`config.mk`:
```
export PLATFORM = sky130hd
export DESIGN_NAME = uls_top
export DESIGN_NICKNAME = d
export VERILOG_FILES = /design/src/inc/uls_pkg.sv /design/src/inc/uls_if.sv /design/src/hdl/uls_rx_tags.sv /design/src/hdl/uls_break_det.sv /design/src/hdl/uls_top.sv
export SDC_FILE = /design/constraint.sdc
export NUM_CORES = 1
export LEC_CHECK = 0
export ABC_AREA = 0
export BUFFER_PORTS_ARGS = -buffer_cell sky130_fd_sc_hd__buf_2
export CORE_MARGIN = 2
export CORE_UTILIZATION = 50
export DETAILED_ROUTE_END_ITERATION = 10
export PLACE_DENSITY = 0.72
export SYNTH_ARGS = -nofsm -noshare
export SYNTH_HDL_FRONTEND = slang
export SYNTH_SLANG_ARGS = --single-unit
```
`constraint.sdc`:
```
create_clock -name core_clk -period 3.8 [get_ports core_clk]
set_input_delay 0.76 -clock core_clk [delete_from_list [all_inputs] [get_ports core_clk]]
set_output_delay 0.76 -clock core_clk [all_outputs]
set_load 0.02 [all_outputs]
```
`src/inc/uls_pkg.sv`:
```
// Functional notes
// RQ1 - error summary set while FIFO holds tagged char
// RQ2 - reading line flags clears error summary
// RQ3 - non-FIFO: transmit empty when holding and shifter empty
// RQ4 - transmit empty drops once a character waits
// RQ5 - FIFO mode: transmit empty needs FIFO and shifter empty
// RQ6 - non-FIFO: holding empty set on move to shifter
// RQ7 - holding empty cleared on CPU transmit write
// RQ8 - interrupt while holding empty and enabled
// RQ9 - FIFO mode: holding empty set when FIFO empties
// RQ10 - FIFO mode: holding empty cleared on byte written
// RQ11 - break flag after line low one frame
// RQ12 - one break character stored per break
// RQ13 - error, break, framing flags default to zero
// RQ14 - framing error follows top character
// RQ15 - parity error follows top character
// RQ16 - overrun on full FIFO, contents kept intact
// RQ17 - data ready while receive side holds characters
// RQ18 - flag reads leave transmit flags untouched
package uls_pkg;
  // register offsets on the plain register port
  localparam logic [3:0] OFS_TX_DATA    = 4'h0;
  localparam logic [3:0] OFS_LINE_FLAGS = 4'h1;
  localparam logic [3:0] OFS_CONTROL    = 4'h2;
  localparam logic [3:0] OFS_EVT_STATUS = 4'h3;
  localparam logic [3:0] OFS_EVT_MASK   = 4'h4;
  // line_condition_flags bit positions
  localparam int LF_DATA_READY = 0;
  localparam int LF_OVERRUN    = 1;
  localparam int LF_PARITY     = 2;
  localparam int LF_FRAMING    = 3;
  localparam int LF_BREAK      = 4;
  localparam int LF_HOLD_EMPTY = 5;
  localparam int LF_TX_EMPTY   = 6;
  localparam int LF_ERR_SUM    = 7;
  // control register fields and reset
  localparam int         CTL_FIFO_EN  = 0;
  localparam int         CTL_HOLD_IE  = 1;
  localparam logic [7:0] CTL_RESET    = 8'h00;
  // event status / mask layout
  localparam int         EVT_HOLD     = 0;
  localparam int         EVT_BREAK    = 1;
  localparam int         EVT_OVERRUN  = 2;
  localparam int         EVT_RX_ERR   = 3;
  localparam int         EVT_W        = 4;
  localparam logic [3:0] EVT_RESET    = 4'h0;
  // per-character receive tags
  localparam int         TAG_PE       = 0;
  localparam int         TAG_FE       = 1;
  localparam int         TAG_BRK      = 2;
  localparam int         TAG_W        = 3;
  // transmit flags come out of reset empty
  localparam logic       HOLD_EMPTY_RESET = 1'b1;
  localparam logic       TX_EMPTY_RESET   = 1'b1;
  // receive FIFO depth in characters
  localparam int         RX_DEPTH     = 32;
  // break detector states, gray along idle-count-held
  typedef enum logic [1:0] {
    BRK_IDLE  = 2'b00,
    BRK_COUNT = 2'b01,
    BRK_HELD  = 2'b11
  } uls_brk_state_t;
endpackage : uls_pkg

```
`src/inc/uls_if.sv`:
```
`timescale 1ns/1ps
`default_nettype none
// link between the core, the receive tag store and the break detector
interface uls_if #(parameter int CW = 6);
  logic                       push;       // store one character's tags
  logic [uls_pkg::TAG_W-1:0]  push_tags;  // tags of that character
  logic                       pop;        // oldest character leaves
  logic [uls_pkg::TAG_W-1:0]  top_tags;   // tags of oldest character
  logic [CW-1:0]              count;      // characters held
  logic                       err_any;    // some held char is tagged
  logic                       brk_event;  // one pulse per break
  logic                       brk_active; // line still held in break
  modport tag_store (input push, push_tags, pop, output top_tags, count, err_any);
  modport brk_det   (output brk_event, brk_active);
  modport core      (output push, push_tags, pop,
                     input  top_tags, count, err_any, brk_event, brk_active);
endinterface : uls_if
`default_nettype wire

```
`src/hdl/uls_rx_tags.sv`:
```
`timescale 1ns/1ps
`default_nettype none
// error tags shadowing the receive FIFO, one entry per character
module uls_rx_tags #(
  parameter int DEPTH = uls_pkg::RX_DEPTH,
  parameter int CW    = $clog2(DEPTH + 1)
) (
  // clock and reset
  input  wire logic clk,
  input  wire logic rst,
  // link to the core
  uls_if.tag_store  tif
);
  localparam int AW = (DEPTH > 1) ? $clog2(DEPTH) : 1;

  logic [uls_pkg::TAG_W-1:0] tags_r [DEPTH]; // tag storage
  logic [AW-1:0]             wr_ptr_r;       // next free entry
  logic [AW-1:0]             rd_ptr_r;       // oldest entry
  logic [CW-1:0]             cnt_r;          // entries held
  logic [CW-1:0]             err_cnt_r;      // entries with any tag

  // wrap pointer at depth, not at a power of two
  function automatic logic [AW-1:0] ptr_inc(input logic [AW-1:0] p);
    ptr_inc = (p == AW'(DEPTH - 1)) ? '0 : p + AW'(1);
  endfunction : ptr_inc

  // storage write, core never pushes when full
  always_ff @(posedge clk) begin
    if (tif.push) begin
      tags_r[wr_ptr_r] <= tif.push_tags;
    end
  end

  // pointers and occupancy
  always_ff @(posedge clk) begin
    if (rst) begin
      wr_ptr_r <= '0;
      rd_ptr_r <= '0;
      cnt_r    <= '0;
    end else begin
      if (tif.push) wr_ptr_r <= ptr_inc(wr_ptr_r);
      if (tif.pop) rd_ptr_r <= ptr_inc(rd_ptr_r);
      cnt_r <= cnt_r + CW'(tif.push) - CW'(tif.pop);
    end
  end

  // count of tagged entries still held
  always_ff @(posedge clk) begin
    if (rst) begin
      err_cnt_r <= '0;
    end else begin
      err_cnt_r <= err_cnt_r + CW'(tif.push && |tif.push_tags)
                             - CW'(tif.pop && |tags_r[rd_ptr_r]);
    end
  end

  assign tif.top_tags = (cnt_r != '0) ? tags_r[rd_ptr_r] : '0; // RQ14 RQ15
  assign tif.count    = cnt_r;
  assign tif.err_any  = (err_cnt_r != '0); // RQ1
endmodule : uls_rx_tags
`default_nettype wire

```
`src/hdl/uls_break_det.sv`:
```
`timescale 1ns/1ps
`default_nettype none
// break detector: line low for a whole frame, one event per break
module uls_break_det (
  // clock and reset
  input  wire logic       clk,
  input  wire logic       rst,
  // receive line counted once per bit time, checked for high on every clock
  input  wire logic       rx_serial_in,
  input  wire logic       rx_bit_tick,
  input  wire logic [3:0] frame_bits,
  // link to the core
  uls_if.brk_det          bif
);
  uls_pkg::uls_brk_state_t state_r;    // detector state
  logic [3:0]              low_cnt_r;  // bit times seen low
  logic                    event_r;    // break event pulse

  // count low bit times; held state waits for the line to rise
  always_ff @(posedge clk) begin
    if (rst) begin
      state_r   <= uls_pkg::BRK_IDLE;
      low_cnt_r <= 4'h0;
      event_r   <= 1'b0;
    end else begin
      event_r <= 1'b0;
      unique case (state_r)
        uls_pkg::BRK_IDLE: begin
          if (rx_bit_tick && !rx_serial_in) begin
            low_cnt_r <= 4'h1;
            if (frame_bits <= 4'h1) begin
              state_r <= uls_pkg::BRK_HELD;
              event_r <= 1'b1; // RQ11
            end else begin
              state_r <= uls_pkg::BRK_COUNT;
            end
          end
        end
        uls_pkg::BRK_COUNT: begin
          if (rx_serial_in) begin
            state_r <= uls_pkg::BRK_IDLE; // a high bit ends the run
          end else if (rx_bit_tick) begin
            low_cnt_r <= low_cnt_r + 4'h1;
            if (low_cnt_r + 4'h1 >= frame_bits) begin
              state_r <= uls_pkg::BRK_HELD;
              event_r <= 1'b1; // RQ11
            end
          end
        end
        uls_pkg::BRK_HELD: begin
          if (rx_serial_in) state_r <= uls_pkg::BRK_IDLE; // RQ12
        end
        default: state_r <= uls_pkg::BRK_IDLE; // illegal code
      endcase
    end
  end

  assign bif.brk_event  = event_r;
  assign bif.brk_active = (state_r == uls_pkg::BRK_HELD);
endmodule : uls_break_det
`default_nettype wire

```
`src/hdl/uls_top.sv`:
```
// Added by the designer: the address-and-strobe port and the address map.
`timescale 1ns/1ps
`default_nettype none
// line status logic: transmit empty states, receive error flags,
// break handling and the interrupt outputs
module uls_top #(
  parameter int RX_DEPTH = uls_pkg::RX_DEPTH
) (
  // clock and reset
  input  wire logic       core_clk,
  input  wire logic       rst,
  // register port
  input  wire logic [3:0] reg_addr,
  input  wire logic [7:0] reg_wdata,
  input  wire logic       reg_wr,
  input  wire logic       reg_rd,
  output logic      [7:0] reg_rdata,
  // transmit path status from the rest of the unit
  input  wire logic       tx_to_shifter,
  input  wire logic       tx_shifter_busy,
  input  wire logic       tx_fifo_empty,
  // transmit load toward the holding stage or FIFO
  output logic            hold_load,
  output logic      [7:0] hold_load_data,
  // receiver character completions
  input  wire logic       rx_char_done,
  input  wire logic       rx_parity_err,
  input  wire logic       rx_framing_err,
  input  wire logic       rx_pop,
  // receive line for break detection
  input  wire logic       rx_serial_in,
  input  wire logic       rx_bit_tick,
  input  wire logic [3:0] frame_bits,
  // receive store control toward the data FIFO
  output logic            rx_store,
  output logic            rx_store_break,
  // interrupts
  output logic            hold_empty_irq,
  output logic            irq
);
  localparam int CW = $clog2(RX_DEPTH + 1);

  // link to the tag store and the break detector
  uls_if #(.CW(CW)) lnk ();

  // decoded register strobes
  logic tx_wr;       // cpu write to the transmit data
  logic ctl_wr;      // cpu write to control
  logic evt_wr;      // write-one-to-clear of events
  logic mask_wr;     // cpu write to the mask
  logic flags_rd;    // cpu read of line_condition_flags

  // control state
  logic [7:0] ctl_r;    // control register
  logic       fifo_en;  // FIFO mode selected
  logic       hold_ie;  // holding-empty interrupt enable

  // transmit state
  logic hold_empty_r;     // holding stage or FIFO empty
  logic hold_empty_nxt;
  logic tx_empty_r;       // whole transmit path empty
  logic tx_empty_nxt;
  logic fifo_empty_d_r;   // last cycle's FIFO empty, for edge
  logic hold_set;         // holding-empty set condition

  // receive state
  logic          rx_full;      // no room for another character
  logic [CW-1:0] rx_cap;       // capacity for the current mode
  logic          char_in;      // completed character to consider
  logic          want_push;    // character or break wants storing
  logic          do_push;      // accepted into the store
  logic [2:0]    new_tags;     // tags of the incoming entry
  logic          overrun_set;  // dropped for lack of room
  logic          overrun_r;    // overrun flag
  logic          err_sum_r;    // receive error summary
  logic          err_push;     // tagged entry stored now
  logic          data_ready;   // store not empty

  // interrupt state
  logic [uls_pkg::EVT_W-1:0] evt_r;     // sticky event bits
  logic [uls_pkg::EVT_W-1:0] evt_nxt;
  logic [uls_pkg::EVT_W-1:0] evt_set;   // events this cycle
  logic [uls_pkg::EVT_W-1:0] mask_r;    // event mask
  logic [uls_pkg::EVT_W-1:0] mask_nxt;

  // read path
  logic [7:0] flags;        // assembled line_condition_flags
  logic [7:0] rdata_nxt;    // next read data
  logic [7:0] rdata_r;      // read data register

  // output flops
  logic       hold_load_r;
  logic [7:0] hold_load_data_r;
  logic       rx_store_r;
  logic       rx_store_break_r;
  logic       hold_empty_irq_r;
  logic       irq_r;

  // address decode; unmapped offsets do nothing
  assign tx_wr    = reg_wr && (reg_addr == uls_pkg::OFS_TX_DATA);
  assign ctl_wr   = reg_wr && (reg_addr == uls_pkg::OFS_CONTROL);
  assign evt_wr   = reg_wr && (reg_addr == uls_pkg::OFS_EVT_STATUS);
  assign mask_wr  = reg_wr && (reg_addr == uls_pkg::OFS_EVT_MASK);
  assign flags_rd = reg_rd && (reg_addr == uls_pkg::OFS_LINE_FLAGS);

  assign fifo_en  = ctl_r[uls_pkg::CTL_FIFO_EN];
  assign hold_ie  = ctl_r[uls_pkg::CTL_HOLD_IE];

  // control register
  always_ff @(posedge core_clk) begin
    if (rst) begin
      ctl_r <= uls_pkg::CTL_RESET;
    end else if (ctl_wr) begin
      ctl_r <= reg_wdata;
    end
  end

  // ---- transmit side ----

  // holding-empty set source depends on the mode
  always_comb begin
    if (fifo_en) begin
      hold_set = tx_fifo_empty && !fifo_empty_d_r; // RQ9
    end else begin
      hold_set = tx_to_shifter; // RQ6
    end
  end

  // a load in the same cycle wins: the stage is occupied again
  always_comb begin
    if (tx_wr) begin
      hold_empty_nxt = 1'b0; // RQ7 RQ10
    end else if (hold_set) begin
      hold_empty_nxt = 1'b1;
    end else begin
      hold_empty_nxt = hold_empty_r;
    end
  end

  // transmit empty needs every stage empty, including a char in flight
  always_comb begin
    tx_empty_nxt = hold_empty_nxt && !tx_shifter_busy && !tx_to_shifter; // RQ3 RQ4
    if (fifo_en && !tx_fifo_empty) begin
      tx_empty_nxt = 1'b0; // RQ5
    end
  end

  // transmit flags; flag reads never touch them
  always_ff @(posedge core_clk) begin
    if (rst) begin
      hold_empty_r   <= uls_pkg::HOLD_EMPTY_RESET;
      tx_empty_r     <= uls_pkg::TX_EMPTY_RESET;
      fifo_empty_d_r <= 1'b1;
    end else begin
      hold_empty_r   <= hold_empty_nxt; // RQ18
      tx_empty_r     <= tx_empty_nxt;   // RQ18
      fifo_empty_d_r <= tx_fifo_empty;
    end
  end

  // pass the written byte on to the holding stage or FIFO
  always_ff @(posedge core_clk) begin
    if (rst) begin
      hold_load_r      <= 1'b0;
      hold_load_data_r <= 8'h00;
    end else begin
      hold_load_r <= tx_wr;
      if (tx_wr) hold_load_data_r <= reg_wdata;
    end
  end

  // ---- receive side ----

  // non-FIFO operation has a single holding slot
  assign rx_cap  = fifo_en ? CW'(RX_DEPTH) : CW'(1);
  assign rx_full = (lnk.count >= rx_cap);

  // characters framed during a break are the break itself
  assign char_in   = rx_char_done && !lnk.brk_event && !lnk.brk_active; // RQ12
  assign want_push = char_in || lnk.brk_event;
  // full store keeps its contents; the new character is lost
  assign do_push     = want_push && !rx_full;  // RQ16
  assign overrun_set = want_push && rx_full;   // RQ16

  // break entry carries only the break tag
  always_comb begin
    new_tags = '0;
    if (lnk.brk_event) begin
      new_tags[uls_pkg::TAG_BRK] = 1'b1; // RQ12
    end else begin
      new_tags[uls_pkg::TAG_PE] = rx_parity_err;  // RQ15
      new_tags[uls_pkg::TAG_FE] = rx_framing_err; // RQ14
    end
  end

  assign lnk.push      = do_push;
  assign lnk.push_tags = new_tags;
  assign lnk.pop       = rx_pop && (lnk.count != '0);
  assign err_push      = do_push && |new_tags;
  assign data_ready    = (lnk.count != '0); // RQ17

  // overrun is sticky until a flag read; a new one wins
  always_ff @(posedge core_clk) begin
    if (rst) begin
      overrun_r <= 1'b0;
    end else begin
      overrun_r <= overrun_set || (overrun_r && !flags_rd); // RQ16
    end
  end

  // summary falls on a flag read or when no tagged char remains
  always_ff @(posedge core_clk) begin
    if (rst) begin
      err_sum_r <= 1'b0; // RQ13
    end else begin
      err_sum_r <= err_push || (err_sum_r && !flags_rd && lnk.err_any); // RQ1 RQ2
    end
  end

  // tell the data path what was accepted
  always_ff @(posedge core_clk) begin
    if (rst) begin
      rx_store_r       <= 1'b0;
      rx_store_break_r <= 1'b0;
    end else begin
      rx_store_r       <= do_push;
      rx_store_break_r <= do_push && lnk.brk_event;
    end
  end

  // tag store shadowing the receive FIFO
  uls_rx_tags #(
    .DEPTH (RX_DEPTH),
    .CW    (CW)
  ) u_tags (
    .clk (core_clk),
    .rst (rst),
    .tif (lnk)
  );

  // break detector on the receive line
  uls_break_det u_brk (
    .clk          (core_clk),
    .rst          (rst),
    .rx_serial_in (rx_serial_in),
    .rx_bit_tick  (rx_bit_tick),
    .frame_bits   (frame_bits),
    .bif          (lnk)
  );

  // ---- flags and read path ----

  // error bits follow the oldest character and are zero when idle
  always_comb begin
    flags = 8'h00; // RQ13
    flags[uls_pkg::LF_DATA_READY] = data_ready;
    flags[uls_pkg::LF_OVERRUN]    = overrun_r;
    flags[uls_pkg::LF_PARITY]     = lnk.top_tags[uls_pkg::TAG_PE];  // RQ15
    flags[uls_pkg::LF_FRAMING]    = lnk.top_tags[uls_pkg::TAG_FE];  // RQ14
    flags[uls_pkg::LF_BREAK]      = lnk.top_tags[uls_pkg::TAG_BRK]; // RQ11
    flags[uls_pkg::LF_HOLD_EMPTY] = hold_empty_r;
    flags[uls_pkg::LF_TX_EMPTY]   = tx_empty_r;
    flags[uls_pkg::LF_ERR_SUM]    = err_sum_r; // RQ1
  end

  // read mux; data shows for one cycle, zero otherwise
  always_comb begin
    rdata_nxt = 8'h00;
    if (reg_rd) begin
      unique case (reg_addr)
        uls_pkg::OFS_LINE_FLAGS: rdata_nxt = flags;
        uls_pkg::OFS_CONTROL:    rdata_nxt = ctl_r;
        uls_pkg::OFS_EVT_STATUS: rdata_nxt = {4'h0, evt_r};
        uls_pkg::OFS_EVT_MASK:   rdata_nxt = {4'h0, mask_r};
        default:                 rdata_nxt = 8'h00; // unmapped and write-only
      endcase
    end
  end

  // read data register
  always_ff @(posedge core_clk) begin
    if (rst) begin
      rdata_r <= 8'h00;
    end else begin
      rdata_r <= rdata_nxt;
    end
  end

  // ---- interrupts ----

  // event sources: rising holding empty, break, overrun, tagged char
  always_comb begin
    evt_set = '0;
    evt_set[uls_pkg::EVT_HOLD]    = hold_empty_nxt && !hold_empty_r;
    evt_set[uls_pkg::EVT_BREAK]   = lnk.brk_event;
    evt_set[uls_pkg::EVT_OVERRUN] = overrun_set;
    evt_set[uls_pkg::EVT_RX_ERR]  = err_push;
  end

  // write one to clear; a same-cycle event survives
  always_comb begin
    evt_nxt = evt_r;
    if (evt_wr) evt_nxt = evt_r & ~reg_wdata[uls_pkg::EVT_W-1:0];
    evt_nxt = evt_nxt | evt_set;
  end

  // mask takes effect in the same edge as the status
  always_comb begin
    mask_nxt = mask_r;
    if (mask_wr) mask_nxt = reg_wdata[uls_pkg::EVT_W-1:0];
  end

  // status and mask registers
  always_ff @(posedge core_clk) begin
    if (rst) begin
      evt_r  <= uls_pkg::EVT_RESET;
      mask_r <= uls_pkg::EVT_RESET;
    end else begin
      evt_r  <= evt_nxt;
      mask_r <= mask_nxt;
    end
  end

  // interrupt outputs from flops, computed from next state
  always_ff @(posedge core_clk) begin
    if (rst) begin
      hold_empty_irq_r <= 1'b0;
      irq_r            <= 1'b0;
    end else begin
      hold_empty_irq_r <= hold_empty_nxt && (ctl_wr ? reg_wdata[uls_pkg::CTL_HOLD_IE]
                                                    : hold_ie); // RQ8
      irq_r            <= |(evt_nxt & mask_nxt);
    end
  end

  // outputs straight from flops
  assign reg_rdata      = rdata_r;
  assign hold_load      = hold_load_r;
  assign hold_load_data = hold_load_data_r;
  assign rx_store       = rx_store_r;
  assign rx_store_break = rx_store_break_r;
  assign hold_empty_irq = hold_empty_irq_r;
  assign irq            = irq_r;
endmodule : uls_top
`default_nettype wire

```
==> Word-level counts from Yosys, hierarchy flattened <==
Memory sizes are Yosys's and may differ from the RTL's. A register that Yosys moved wholly into a read port is not among the register bits.
Cells that the tools add are included.
Widths: inputs -> output; s select.
{ "classes": {"add_sub_neg": 7, "magnitude_cmp": 3, "eq_ne": 14, "muxes": 35, "bitwise_logic": 5, "reduce_logical": 47} }
{ "op_table": {"columns": ["cell", "count"], "rows": [
  ["$pmux 8 s4", 1],
  ["$logic_and 1x1->1", 23],
  ["$mux 4", 5],
  ["$mux 5", 4],
  ["$mux 2", 7],
  ["$mux 1", 13],
  ["$add 6x1->6", 2],
  ["$reduce_bool 6->1", 2],
  ["$sub 6x1->6", 2],
  ["$add 5x1->5 const B", 2],
  ["$eq 5x5->1 const B", 2],
  ["$logic_not 1->1", 10],
  ["$and 4x4->4", 2],
  ["$eq 4x2->1 const B", 2],
  ["$pmux 4 s2", 1],
  ["$reduce_and 4->1", 2],
  ["$ge 6x6->1", 1],
  ["$mux 6", 1],
  ["$ne 2x2->1 const B", 3],
  ["$pmux 2 s3", 1],
  ["$reduce_or 3->1", 2],
  ["$add 4x1->4 const B", 1],
  ["$eq 4x1->1 const B", 1],
  ["$eq 4x3->1 const B", 1],
  ["other kinds (18)", 20]
]} }
{ "totals": {"ff_bits": 71, "mem_bits_rw": 96, "in_bits": 29, "elab_cells": 134, "memories": 1} }
{ "mem_list": {"columns": ["memory", "words", "word_bits", "read_ports", "rd_clocked_by_memory_dff", "write_ports", "line", "text"], "rows": [
  ["u_tags.tags_r", 32, 3, 1, 1, 1, "uls_rx_tags.sv:16", "logic [uls_pkg::TAG_W-1:0] tags_r [DEPTH];"]
]} }

==> Longest topological paths before layout <==
Gate-level depths: netlist of the first run.
{ "depth": {"ltp_word": 9, "mapped_depth": 18} }

==> Hierarchy <==
A second synthesis of the first run with hierarchy kept.
{ "hier_totals": {"hier_cells": 591, "hier_area_um2": 7465.9} }
{ "by_module_without_submodules": {"columns": ["mod", "instances", "cells_per_inst", "area_per_inst_um2", "seq_area_each_um2"], "rows": [
  ["uls_rx_tags", 1, 348, 5277.6, 3423.3],
  ["uls_top", 1, 189, 1739.2, 840.8],
  ["uls_break_det", 1, 54, 449.2, 140.1]
]} }

==> Worst setup path before layout of the first run <==
No wires, ideal clock.
{ "synth_path": {"path_type": "register -> register", "from": "register with a tool-made name", "to": "register u_tags.err_cnt_r[4]", "arrival_time_ps": 2936, "slack_ps": 736, "stages_incl_launch_ff": 17, "path_cell_list": "dfxtp_1 -> buf_6 -> buf_4 -> mux4_2 -> a211oi_2 -> a31oi_1 -> nand2_1 -> a31oi_1 -> ha_1 -> inv_1 -> ha_1 -> fa_1 -> a21oi_1 -> nor2_1 -> nor2_1 -> xor2_1 -> nor2_1"} }
{ "synth_lines": {"columns": ["item", "line", "text"], "rows": [
  ["end signal: assignment", "uls_rx_tags.sv:52", "err_cnt_r <= err_cnt_r + CW'(tif.push && |tif.push_tags)"],
  ["end: declaration", "uls_rx_tags.sv:20", "logic [CW-1:0] err_cnt_r;"]
]} }

==> summary.md, run 1 <==
The proportion of synthesized flip-flops having asynchronous set or reset works out to 0. The tools report the worst clock skew as 0.0128 ns. The largest driver fanout on the critical path was 24. From synthesis to final layout, the design area changed by 13.7%. Leaving out fill and tap cells, the most frequent cell in the layout is sky130_fd_sc_hd__edfxtp_1. The share of total power in sequential cells is 0.440, and the met3 layer usage reported by global route is 0.0497. The detailed router finished its first iteration with 473 violations. The design draws 4.84 mW. The fraction of layout cells with a size suffix above 1 was 0.167; the cell area after technology mapping was 7440 sq um. The switching power as a share of total power was 0.285. On the worst path, the slowest cell contributes a delay of 0.56 ns. The worst setup path is captured at a flop. The run gives 0.512 as the initial core utilization. In this run the register-to-register setup slack is 0.33 ns. The tools report the placed standard-cell area as 7870 sq um. In this run the standard cell core region covers 14,500 sq um. The kind of critical path was flop to flop. The initial antenna violation count was 0. The count of input and output buffers was 49; the max-capacitance violation count was 0. The via count was 4,835; the worst reg-to-reg path cell count was 14.

The post-synthesis cell type count came out at 60. The number of global-route vias before repair was 4,802; the worst endpoint required time was 4.09 ns. The layout net count was 715.

Synthesis inferred 172 register bits. The DRC violation count after routing came out at 0. Number of routed nets with antenna violations: 0.

The tools report the hold path endpoint as u_brk.low_cnt_r[3]. Worst hold path stage count: 2. The hold path startpoint was u_brk.low_cnt_r[3]. TritonCTS built the clock tree. For the post-synthesis sequential area ratio, the log shows 0.592.

The analysis attributes to cell leakage a power of 3.18 nW. The summed area of non-filler cells in the final layout was 8450 sq um; the overall die height was 126 microns. The width of the chip is 126 microns. The tools report the max-slew violation count as 0. The fraction of met2 tracks used by global routing was 0.333; the signal arrival time at the worst endpoint was 3.76 ns. The tools report the quantity of gates resized following cts as 0. Across the VDD grid, the largest voltage drop is 315 uV. For this block, the routed nets add up to 15,600 microns of wire. For this run, the leading register cell type out of synthesis is sky130_fd_sc_hd__edfxtp_1. The power per unit of standard cell area came out at 572 nW/um^2. The tools report the instance count of the mapped netlist as 601.

In this run the clock root is driven by a sky130_fd_sc_hd__clkbuf_16. The dominant cell type by count on the critical path was sky130_fd_sc_hd__nor2_1. The tools report the maximum number of pins on one net before global-route repair as 41. After layout, the minimum clock period comes to 3.47 ns. For the number of failing hold endpoints at the final stage, the log shows 0. The flow ran to the end, and the final reports show no timing, DRC or antenna violations. The endpoint of the worst-slack reg-to-reg timing path is u_tags.err_cnt_r[4]. The final count of negative-setup-slack endpoints is 0, and the HPWL reported at the end of detailed placement is 10,500 microns.

For the number of clock sinks, the log shows 172. The quantity of hold-fixing buffers added after cts is 0. The clock-pin transition on the worst setup and hold timing paths was 0.07 ns; the clock buffer count from CTS was 17. The floorplan step defined a die boundary enclosing 15,900 sq um. Critical path's top delay family: adder cells. The layout has 1,140 filler cells. The timing-limited maximum frequency was 288 MHz. The final setup slack of the worst path is 0.326 ns.

The placer's final routability congestion estimate was 0.842; the average size of a mapped cell was 12.4 sq um. After global routing, the most crowded layer is met2. In this run the count of I/O pins placed on the die edge is 50.

The Yosys step of the flow raised 0 warnings. For the post-synthesis net count, the log shows 663. The total overflow left after global routing is 0. The internal portion of the total power is 3.46 mW.

The final cycle utilization of the critical path is 0.914, and the setup slack at placement is 0.372 ns. Path type of the worst min-delay path: flop to flop. The critical path goes through buf_12, mux4_1, mux2_2, o211ai_1, a31oi_1, ha_1, inv_1, ha_1, fa_1, a21oi_1, nor2_1, nor2_1, xor2_1, nor2_1. Global-route wire length before repair: 25,300 microns. The total global-route track usage was 0.206. For the normalized max-slew margin, the log shows 0.501.

The number of buffer and inverter stages on the critical path is 2. The first detailed-routing pass took 5 iterations. The transition time at the pin with the least slew margin is 0.748 ns, and the number of vias per cell is 5.69.

The site row count was 44; the portion of total power attributed to combinational logic was 0.208. The clock reaches the later pin of the worst-skew pair after 0.43 ns. Setup repair after global routing left no endpoint under its margin. The number of enable-type register cells in the synthesized netlist was 96. Once the clock tree was built, the setup fixing pass inserted 0 buffers. The global-route track usage on met1 was 0.284; the switching power was 1.38 mW. The H-tree generated during clock tree synthesis spans 4 levels.

Nature of the critical path startpoint: a flop. Sum of negative setup slack: 0 ns. The cell type of the slowest stage on the worst timing path is sky130_fd_sc_hd__mux4_1. Leaving out fill and tap cells, the most frequent cells in the layout are sky130_fd_sc_hd__edfxtp_1, sky130_fd_sc_hd__nor2_1, sky130_fd_sc_hd__dfxtp_1. The routed wire length per instance is 18.4 microns. The maximum buffer depth of the clock tree is 2, and the number of antenna cells inserted is 0. Hold timing on the final database bottoms out at a slack of 0.478 ns. Share of total power in the clock network: 0.352.
==> through the flow <==
stage / utilization / std cells
after floorplan: - / 601
after global placement: 0.541 / 818
after detailed placement: 0.541 / 818
after CTS: 0.582 / 850
after global routing: 0.582 / 850
final: 0.582 / 850
==> cells by family after synthesis <==
group / after synthesis / share of synthesized area
AOI/OAI and AO/OA: 84 / 0.0737
muxes: 42 / 0.104
DFF: 172 / 0.592
buffers and inverters: 57 / 0.0340
xor gates and xnor gates: 11 / 0.0130
adders and majority gates: 33 / 0.0575
and+or+nand+nor: 202 / 0.126
==> flip-flops by register name, indices dropped and copies added (netlist names), 2 cells and up, named ones only <==
name / cells
u_brk.low_cnt_r: 4
reg_rdata: 8
hold_load_data: 8
u_tags.tags_r: 96
u_tags.rd_ptr_r: 5
u_tags.tif.count: 6
ctl_r: 8
u_brk.state_r: 2
u_tags.wr_ptr_r: 5
u_tags.err_cnt_r: 6
mask_r: 4
evt_r: 4
==> tightest hold or removal path: cells and delay by family, from the launching register on <==
kind             cells  cell delay [ns]
flip-flops           1             0.32
AND/OR/NAND/NOR      1             0.06
AO/OA/AOI/OAI        1             0.05
==> how the worst max path moves through the flow <==
| stage | start | cells after the start | slack (ns) | to |
|---|---|---|---|---|
| 5_1_grt | flop | 14 | 0.10 | u_tags.err_cnt_r[4] |
| 3_5_place_dp | flop | 14 | 0.37 | u_tags.err_cnt_r[4] |
| 4_1_cts | flop | 14 | 0.35 | u_tags.err_cnt_r[4] |
| 6_report | flop | 14 | 0.33 | u_tags.err_cnt_r[4] |
| 3_3_place_gp | flop | 14 | 0.46 | u_tags.err_cnt_r[4] |
| 2_1_floorplan | flop | 16 | 0.74 | u_tags.err_cnt_r[4] |
==> layout make-up <==
cell class	count	area (sq um)	area share
Sequential cell	172	4400	0.521
Inverter	32	120	0.0142
Tap cell	184	230	0.0272
Timing Repair Buffer	58	325	0.0385
Multi-Input combinational cell	372	2790	0.329
Clock inverter	11	95.1	0.0112
Clock buffer	21	493	0.0583
==> cells in the mapped netlist (11+ instances only) <==
master                     instances  area (sq um)
sky130_fd_sc_hd__mux4_2           11           248
sky130_fd_sc_hd__ha_1             31           388
sky130_fd_sc_hd__nor2_1           86           323
sky130_fd_sc_hd__dfxtp_1          76          1520
sky130_fd_sc_hd__mux2i_1          16           160
sky130_fd_sc_hd__edfxtp_1         96          2880
sky130_fd_sc_hd__nand3_1          24           120
sky130_fd_sc_hd__clkbuf_1         13          48.8
sky130_fd_sc_hd__a21oi_1          34           170
sky130_fd_sc_hd__mux4_1           13           342
sky130_fd_sc_hd__nand2_1          45           169
sky130_fd_sc_hd__inv_1            32           120
==> power by group through the flow <==
stage	clock, mW	sequential [mW]	combinational, mW
after detailed placement	0	2.17	0.991
after global routing	1.81	2.14	1.14
after CTS	1.73	2.13	1.01
final	1.71	2.13	1.00
after global placement	0	2.16	0.959
after floorplan	0	2.15	0.787
==> routing by layer <==
layer | up-vias | share of wire
li1 | 2292 | -
met1 | 2363 | 0.44
met2 | 164 | 0.49
met3 | 16 | 0.055
met4 | 0 | 0.012
met5 | - | 0
Power figures use the tool's default switching activity.
==> run 2: changes to the inputs <==
--- a/config.mk
+++ b/config.mk
@@ -13,2 +13,3 @@
 export PLACE_DENSITY = 0.72
+export SETUP_SLACK_MARGIN = 0.4
 export SYNTH_ARGS = -nofsm -noshare
--- a/constraint.sdc
+++ b/constraint.sdc
@@ -3,2 +3,2 @@
 set_output_delay 0.76 -clock core_clk [all_outputs]
-set_load 0.02 [all_outputs]
+set_load 0.05 [all_outputs]
==> run 2 against run 1 <==
Against the previous run:
- critical path depth increased by 1
- power grew 2.5%
- sequential cell count unchanged
- first-iteration DRC count rose by 7.2%
- wire length increased by 2.6%
- critical endpoint unchanged
==> summary.md, run 2 (synthesized netlist as in run 1, its figures left out) <==
The max-capacitance violation count was 0 (unchanged). The cell type of the slowest stage on the worst timing path is sky130_fd_sc_hd__mux4_1 (unchanged). Number of failing hold endpoints at the final stage: 0 (unchanged). The number of vias per cell is 5.72 (was 5.69), and the H-tree depth is 4 (unchanged). The reg-to-reg setup timing slack was 0.53 ns (was 0.33 ns). The clock buffer count from CTS was 17 (unchanged). The register with the most flip-flops was u_tags.tags_r (unchanged).

The dominant cell type by count on the critical path is sky130_fd_sc_hd__nor2_1 (unchanged). The power per unit of standard cell area is 575 nW/um^2 (was 572 nW/um^2), and the overall routed net length is 16,000 microns (was 15,600 microns). The setup slack at placement was 0.372 ns (unchanged). The global-route wire length before repair was 25,500 microns (was 25,300 microns); the final cycle utilization of the critical path was 0.862 (was 0.914).

The number of clock sinks is 172 (unchanged). The DRC violation count after routing is 0 (unchanged). Sum of negative setup slack: 0 ns (unchanged). The number of buffer and inverter stages on the critical path came out at 2 (unchanged). The number of global-route vias before repair came out at 4,825 (was 4,802). For the worst clock skew, the log shows 0.0114 ns (was 0.0128 ns).

The buffer cell driving the clock tree root is sky130_fd_sc_hd__clkbuf_16 (unchanged). The most frequent standard cell in the layout excluding fill and tap cells was sky130_fd_sc_hd__edfxtp_1 (unchanged). The overall die area was 15,900 sq um (unchanged). The timing-limited maximum frequency is 305 MHz (was 288 MHz), and the largest driver fanout on the critical path is 6 (was 24). The peak per-stage delay on the critical path works out to 0.58 ns (was 0.56 ns). The count of input and output buffers was 49 (unchanged). For the final count of negative-setup-slack endpoints, the log shows 0 (unchanged). The width of the chip was 126 microns (unchanged); the length of the first detailed-routing pass in iterations was 5 (unchanged). The layout net count was 724 (was 715); the number of flip-flops in the largest register was 96 (unchanged).

The final critical-path required period works out to 3.27 ns (was 3.47 ns). The tools report the nature of the critical path startpoint as a flop (unchanged). The post-route core utilization was 0.593 (was 0.582). The top-level I/O count was 50 (unchanged); the initial antenna violation count was 0 (unchanged). The leakage power summed over all cells is 3.24 nW (was 3.18 nW).

Critical path's top delay family: adder cells (unchanged). The initial core utilization came out at 0.512 (unchanged). The normalized max-slew margin was 0.499 (was 0.501). Fraction of layout cells with a size suffix above 1: 0.197 (was 0.167). The HPWL reported at the end of detailed placement came out at 10,500 microns (unchanged). The tools report the via count as 4,914 (was 4,835). The tools report the layout filler cell count as 1,119 (was 1,140). The transition time at the pin with the least slew margin is 0.752 ns (was 0.748 ns), and the clock-pin transition on the worst setup and hold timing paths is 0.07 ns (about the same). The growth of design area from synthesis to finish works out to 16.0% (was 13.7%).

Path type of the worst min-delay path: flop to flop (unchanged). The run gives 3.56 ns (was 3.76 ns) as the signal arrival time at the worst endpoint. The tools report the site row count as 44 (unchanged). Most frequent cells in the layout: sky130_fd_sc_hd__edfxtp_1, sky130_fd_sc_hd__nor2_1, sky130_fd_sc_hd__dfxtp_1 (unchanged).

The tools report the placer's final routability congestion estimate as 0.842 (unchanged). Setup repair after global routing could not meet its margin everywhere. The category of the worst setup path capture point is a flop (unchanged).

The insertion delay of the later-clocked pin in the worst-skew pair is 0.43 ns (about the same). TritonCTS built the clock tree. The tools report the non-filler instance count after layout as 859 (was 850).

The logs give 41 (unchanged) for the maximum number of pins on one net before global-route repair and 4.09 ns (about the same) for the worst endpoint required time. The overall die height is 126 microns (unchanged). The number of antenna cells inserted came out at 0 (unchanged). For the total global-route track usage, the log shows 0.208 (was 0.206). The routed wire length per instance works out to 18.7 microns (was 18.4 microns). The core region area was 14,500 sq um (unchanged). The number of routed nets with antenna violations was 0 (unchanged); the final setup slack of the worst path was 0.526 ns (was 0.326 ns). The logs give 0 (unchanged) for the max-slew violation count and 2 (unchanged) for the maximum buffer depth of the clock tree. The number of DRC markers in iteration 0 was 507 (was 473). Kind of critical path: flop to flop (unchanged).

The logs give 0 (unchanged) for the total overflow reported by the global router and 818 (unchanged) for the cell count after placement. Crit-path cells: buf_12, mux4_1, mux2i_1, a32oi_1, o211ai_1, a31oi_1, ha_1, inv_1, ha_2, fa_2, a21oi_2, nor2_1, nor2_1, xor2_1, nor2_1 (was buf_12, mux4_1, mux2_2, o211ai_1, a31oi_1, ha_1, inv_1, ha_1, fa_1, a21oi_1, nor2_1, nor2_1, xor2_1, nor2_1). The flow ran to the end, and the final reports show no timing, DRC or antenna violations. For the worst-case vdd ir drop, the log shows 322 uV (was 315 uV).
run 2: report_power, final:
part | leakage (nW) | switching [mW] | internal, mW
logic | 1.51 | 0.603 | 0.510
clock network | 0.289 | 0.758 | 0.954
registers | 1.44 | 0.0686 | 2.07
total | 3.24 | 1.43 | 3.53
run 2: what timing repair did:
action                     in CTS  in global routing
setup endpoints to repair       1                  2
gates cloned                    1                  1
hold buffers                    0                  0
setup buffers                   0                  7
pin swaps                       0                 12
resized for setup               1                 17
run 2: cell type report:
cell class / instances / area [sq um] / area share
flip-flops and latches: 172 / 4410 / 0.511
multi-input cells: 372 / 2820 / 0.327
clock buffers: 21 / 493 / 0.0572
repair buffers: 67 / 455 / 0.0528
well taps: 184 / 230 / 0.0267
inverters: 32 / 120 / 0.0139
clock inverters: 11 / 95.1 / 0.0110
run 2: layer usage:
layer | vias up | GRT usage | share of wire
met5 | - | 0 | 0
met4 | 0 | 0.0595 | 0.0094
met3 | 12 | 0.0497 | 0.066
met2 | 199 | 0.330 | 0.49
met1 | 2396 | 0.290 | 0.44
li1 | 2307 | - | -
run 2: worst reg2reg max path, stage by stage, from the launching register on:
cell and delay [ns]:
sky130_fd_sc_hd__dfxtp_4 0.40, sky130_fd_sc_hd__buf_12 0.14, sky130_fd_sc_hd__mux4_1 0.58, sky130_fd_sc_hd__mux2i_1 0.23, sky130_fd_sc_hd__a32oi_1 0.10, sky130_fd_sc_hd__o211ai_1 0.16
sky130_fd_sc_hd__a31oi_1 0.14, sky130_fd_sc_hd__ha_1 0.30, sky130_fd_sc_hd__inv_1 0.04, sky130_fd_sc_hd__ha_2 0.19, sky130_fd_sc_hd__fa_2 0.37, sky130_fd_sc_hd__a21oi_2 0.12
sky130_fd_sc_hd__nor2_1 0.05, sky130_fd_sc_hd__nor2_1 0.12, sky130_fd_sc_hd__xor2_1 0.14, sky130_fd_sc_hd__nor2_1 0.05
run 2: through the flow:
step	hold WS (ns)	power, mW	cell area, sq um
after CTS	0.475	4.89	8490
after global routing	0.485	5.21	8620
after floorplan	0.436	2.95	7440
after detailed placement	0.466	3.17	7870
final	0.476	4.96	8620
after global placement	0.454	3.13	7870
run 2: path summary, 6_finish.rpt:
check	from	endpoint	cells after the start
hold / removal	ctl_r[2]	ctl_r[2]	2
hold reg to reg	ctl_r[2]	ctl_r[2]	2
setup / recovery	flop	u_tags.err_cnt_r[4]	15
setup reg to reg	flop	u_tags.err_cnt_r[4]	15
==> run 3: changes to the inputs <==
- CELL_PAD_IN_SITES_DETAIL_PLACEMENT: not set -> 1
- CELL_PAD_IN_SITES_GLOBAL_PLACEMENT: not set -> 1
- CORE_UTILIZATION: 50 -> 49
- PLACE_DENSITY: 0.72 -> 0.83
- SLEW_MARGIN: not set -> 10
==> run 3 against run 2 <==
Against the previous run:
- clock power about the same
- wire length up 25%
- count of clock-buffer cells in the layout increased by 2
- first-iteration DRC count is 17% lower
- worst hold slack lost 0.0096 ns
- sequential share of layout area rose by 0.35 points
- critical path depth is 1 lower
- largest power group unchanged
==> summary.md, run 3 (synthesized netlist as in run 1, its figures left out) <==
The run finished with clean final reports. For the maximum buffer depth of the clock tree, the log shows 2 (unchanged). The top-level I/O count is 50 (unchanged), and the switching power as a share of total power is 0.298 (was 0.288). The number of DRC markers in iteration 0 was 423 (was 507). The tools report the overall routed net length as 20,100 microns (was 16,000 microns). The largest driver fanout on the critical path was 6 (unchanged). The insertion delay of the later-clocked pin in the worst-skew pair came out at 0.44 ns (was 0.43 ns). Initial core utilization: 0.495 (was 0.512).

The total overflow reported by the global router is 0 (unchanged). The via count is 5,092 (was 4,914). For the number of failing hold endpoints at the final stage, the log shows 0 (unchanged). The worst clock skew was 0.0170 ns (was 0.0114 ns); the maximum number of pins on one net before global-route repair was 38 (was 41). For the overall die area, the log shows 16,200 sq um (was 15,900 sq um).

The logs give 31,200 microns (was 25,500 microns) for the global-route wire length before repair and 0.240 (was 0.225) for the portion of total power attributed to combinational logic. For the normalized max-slew margin, the log shows 0.548 (was 0.499). The layout filler cell count is 1,548 (was 1,119). The run gives 0 (unchanged) as the initial antenna violation count. Most frequent cells in the layout: sky130_fd_sc_hd__edfxtp_1, sky130_fd_sc_hd__nor2_1, sky130_fd_sc_hd__dfxtp_1 (unchanged). The path type of the worst min-delay path was flop to flop (unchanged). For the number of global-route vias before repair, the log shows 5,561 (was 4,825). Number of antenna cells inserted: 0 (unchanged). The worst-case vdd ir drop is 339 uV (was 322 uV), and the number of routed nets with antenna violations is 0 (unchanged). The routed wire length per instance is 23.3 microns (was 18.7 microns), and the number of flip-flops in the largest register is 96 (unchanged).

The width of the chip is 127 microns (was 126 microns). The most frequent standard cell in the layout excluding fill and tap cells was sky130_fd_sc_hd__edfxtp_1 (unchanged). The share of total power in sequential cells came out at 0.425 (was 0.430). The length of the first detailed-routing pass in iterations is 5 (unchanged). The max-capacitance violation count is 0 (unchanged).

The final cycle utilization of the critical path came out at 0.887 (was 0.862). TritonCTS built the clock tree. The tools report the non-filler instance count after layout as 862 (was 859). The run gives 17 (unchanged) as the clock buffer count from CTS. The transition time at the pin with the least slew margin came out at 0.678 ns (was 0.752 ns).

The DRC violation count after routing is 0 (unchanged), and the final count of negative-setup-slack endpoints is 0 (unchanged). The logs give 723 (was 724) for the layout net count and 4 (unchanged) for the H-tree depth. The max-slew violation count was 0 (unchanged).

Setup repair after global routing could not meet its margin everywhere. The cell count after placement was 822 (was 818). The overall die height was 127 microns (was 126 microns). The sum of negative setup slack was 0 ns (unchanged). The summed area of non-filler cells in the final layout is 8570 sq um (was 8620 sq um). For the placed standard-cell area, the log shows 7870 sq um (about the same). The count of input and output buffers was 49 (unchanged); the site row count was 45 (was 44). The clock-pin transition on the worst setup and hold timing paths came out at 0.07 ns (about the same). Nature of the critical path startpoint: a flop (unchanged). The power per unit of standard cell area was 591 nW/um^2 (was 575 nW/um^2); the growth of design area from synthesis to finish was 15.2% (was 16.0%). The register with the most flip-flops was u_tags.tags_r (unchanged).

The tools report the category of the worst setup path capture point as a flop (unchanged). The core region area was 15,000 sq um (was 14,500 sq um). The timing-limited maximum frequency was 297 MHz (was 305 MHz); the final critical-path required period was 3.37 ns (was 3.27 ns). For the placer's final routability congestion estimate, the log shows 0.845 (was 0.842). The leakage power summed over all cells was 3.22 nW (was 3.24 nW); the HPWL reported at the end of detailed placement was 12,600 microns (was 10,500 microns). For the total global-route track usage, the log shows 0.257 (was 0.208). Kind of critical path: flop to flop (unchanged). The number of vias per cell is 5.91 (was 5.72). The tools report the signal arrival time at the worst endpoint as 3.69 ns (was 3.56 ns). For the switching power, the log shows 1.51 mW (was 1.43 mW). The buffer cell driving the clock tree root is sky130_fd_sc_hd__clkbuf_16 (unchanged). The run gives 0.335 (was 0.345) as the share of total power in the clock network.

For the worst endpoint required time, the log shows 4.12 ns (was 4.09 ns). The cell-internal power was 3.55 mW (was 3.53 mW). The fraction of layout cells with a size suffix above 1 was 0.194 (was 0.197). The tools report the number of clock sinks as 172 (unchanged).
==> run 3: path summary, 6_finish.rpt <==
path                 start                   to  slack, ns  depth (start not counted)
setup / recovery      flop  u_tags.err_cnt_r[4]       0.43                         14
hold / removal    ctl_r[5]             ctl_r[5]       0.47                          2
setup reg to reg      flop  u_tags.err_cnt_r[4]       0.43                         14
hold reg to reg   ctl_r[5]             ctl_r[5]       0.47                          2
==> run 3: final cells by class <==
type | instances | area (sq um) | share of cell area
clock inverters | 9 | 55.1 | 0.00643
flip-flops and latches | 172 | 4410 | 0.515
clock buffers | 23 | 513 | 0.0599
inverters | 32 | 120 | 0.0140
repair buffers | 66 | 435 | 0.0508
multi-input cells | 372 | 2800 | 0.327
well taps | 188 | 235 | 0.0275
==> run 3: critical path, cell delays in order (launching register included) <==
cell	delay (ns)
sky130_fd_sc_hd__dfxtp_4	0.40
sky130_fd_sc_hd__buf_12	0.14
sky130_fd_sc_hd__mux4_2	0.53
sky130_fd_sc_hd__mux2_4	0.29
sky130_fd_sc_hd__o211ai_1	0.29
sky130_fd_sc_hd__a31oi_1	0.15
sky130_fd_sc_hd__ha_1	0.31
sky130_fd_sc_hd__inv_1	0.05
sky130_fd_sc_hd__ha_2	0.19
sky130_fd_sc_hd__fa_2	0.37
sky130_fd_sc_hd__a21oi_2	0.12
sky130_fd_sc_hd__nor2_1	0.05
sky130_fd_sc_hd__nor2_1	0.14
sky130_fd_sc_hd__xor2_1	0.17
sky130_fd_sc_hd__nor2_1	0.05
==> run 3: layer usage <==
layer  part of all wire  vias to the layer above  global-route usage  routed length [microns]
li1                   -                     2298                   -                        -
met1               0.41                     2570               0.316                     8270
met2               0.51                      187               0.448                    10300
met3              0.054                       37              0.0507                     1090
met4              0.022                        0               0.101                      447
met5                  0                        -                   0                        0
==> run 3: power by group through the flow <==
stage	logic (mW)	clock network [mW]	registers, mW
2_1_floorplan	0.787	0	2.16
3_3_place_gp	0.977	0	2.17
3_5_place_dp	1.05	0	2.18
4_1_cts	1.12	1.69	2.15
5_1_grt	1.35	1.77	2.16
6_report	1.21	1.69	2.15
==> run 3: per-stage QoR <==
stage | power (mW) | utilization | hold slack (ns) | worst slack (ns)
finish | 5.06 | 0.570 | 0.467 | 0.428
global route | 5.28 | 0.570 | 0.500 | 0.293
CTS | 4.95 | 0.564 | 0.465 | 0.383
detailed placement | 3.23 | 0.524 | 0.456 | 0.286
global placement | 3.15 | 0.524 | 0.449 | 0.481
floorplan | 2.95 | - | 0.436 | 0.736
==> run 3: what timing repair did <==
action	CTS	global route
endpoints found under the hold margin	0	0
buffers inserted	0	6
pin swaps	1	8
hold buffers	0	0
resized for setup	4	12
setup endpoints to repair	2	45
cloned	1	1
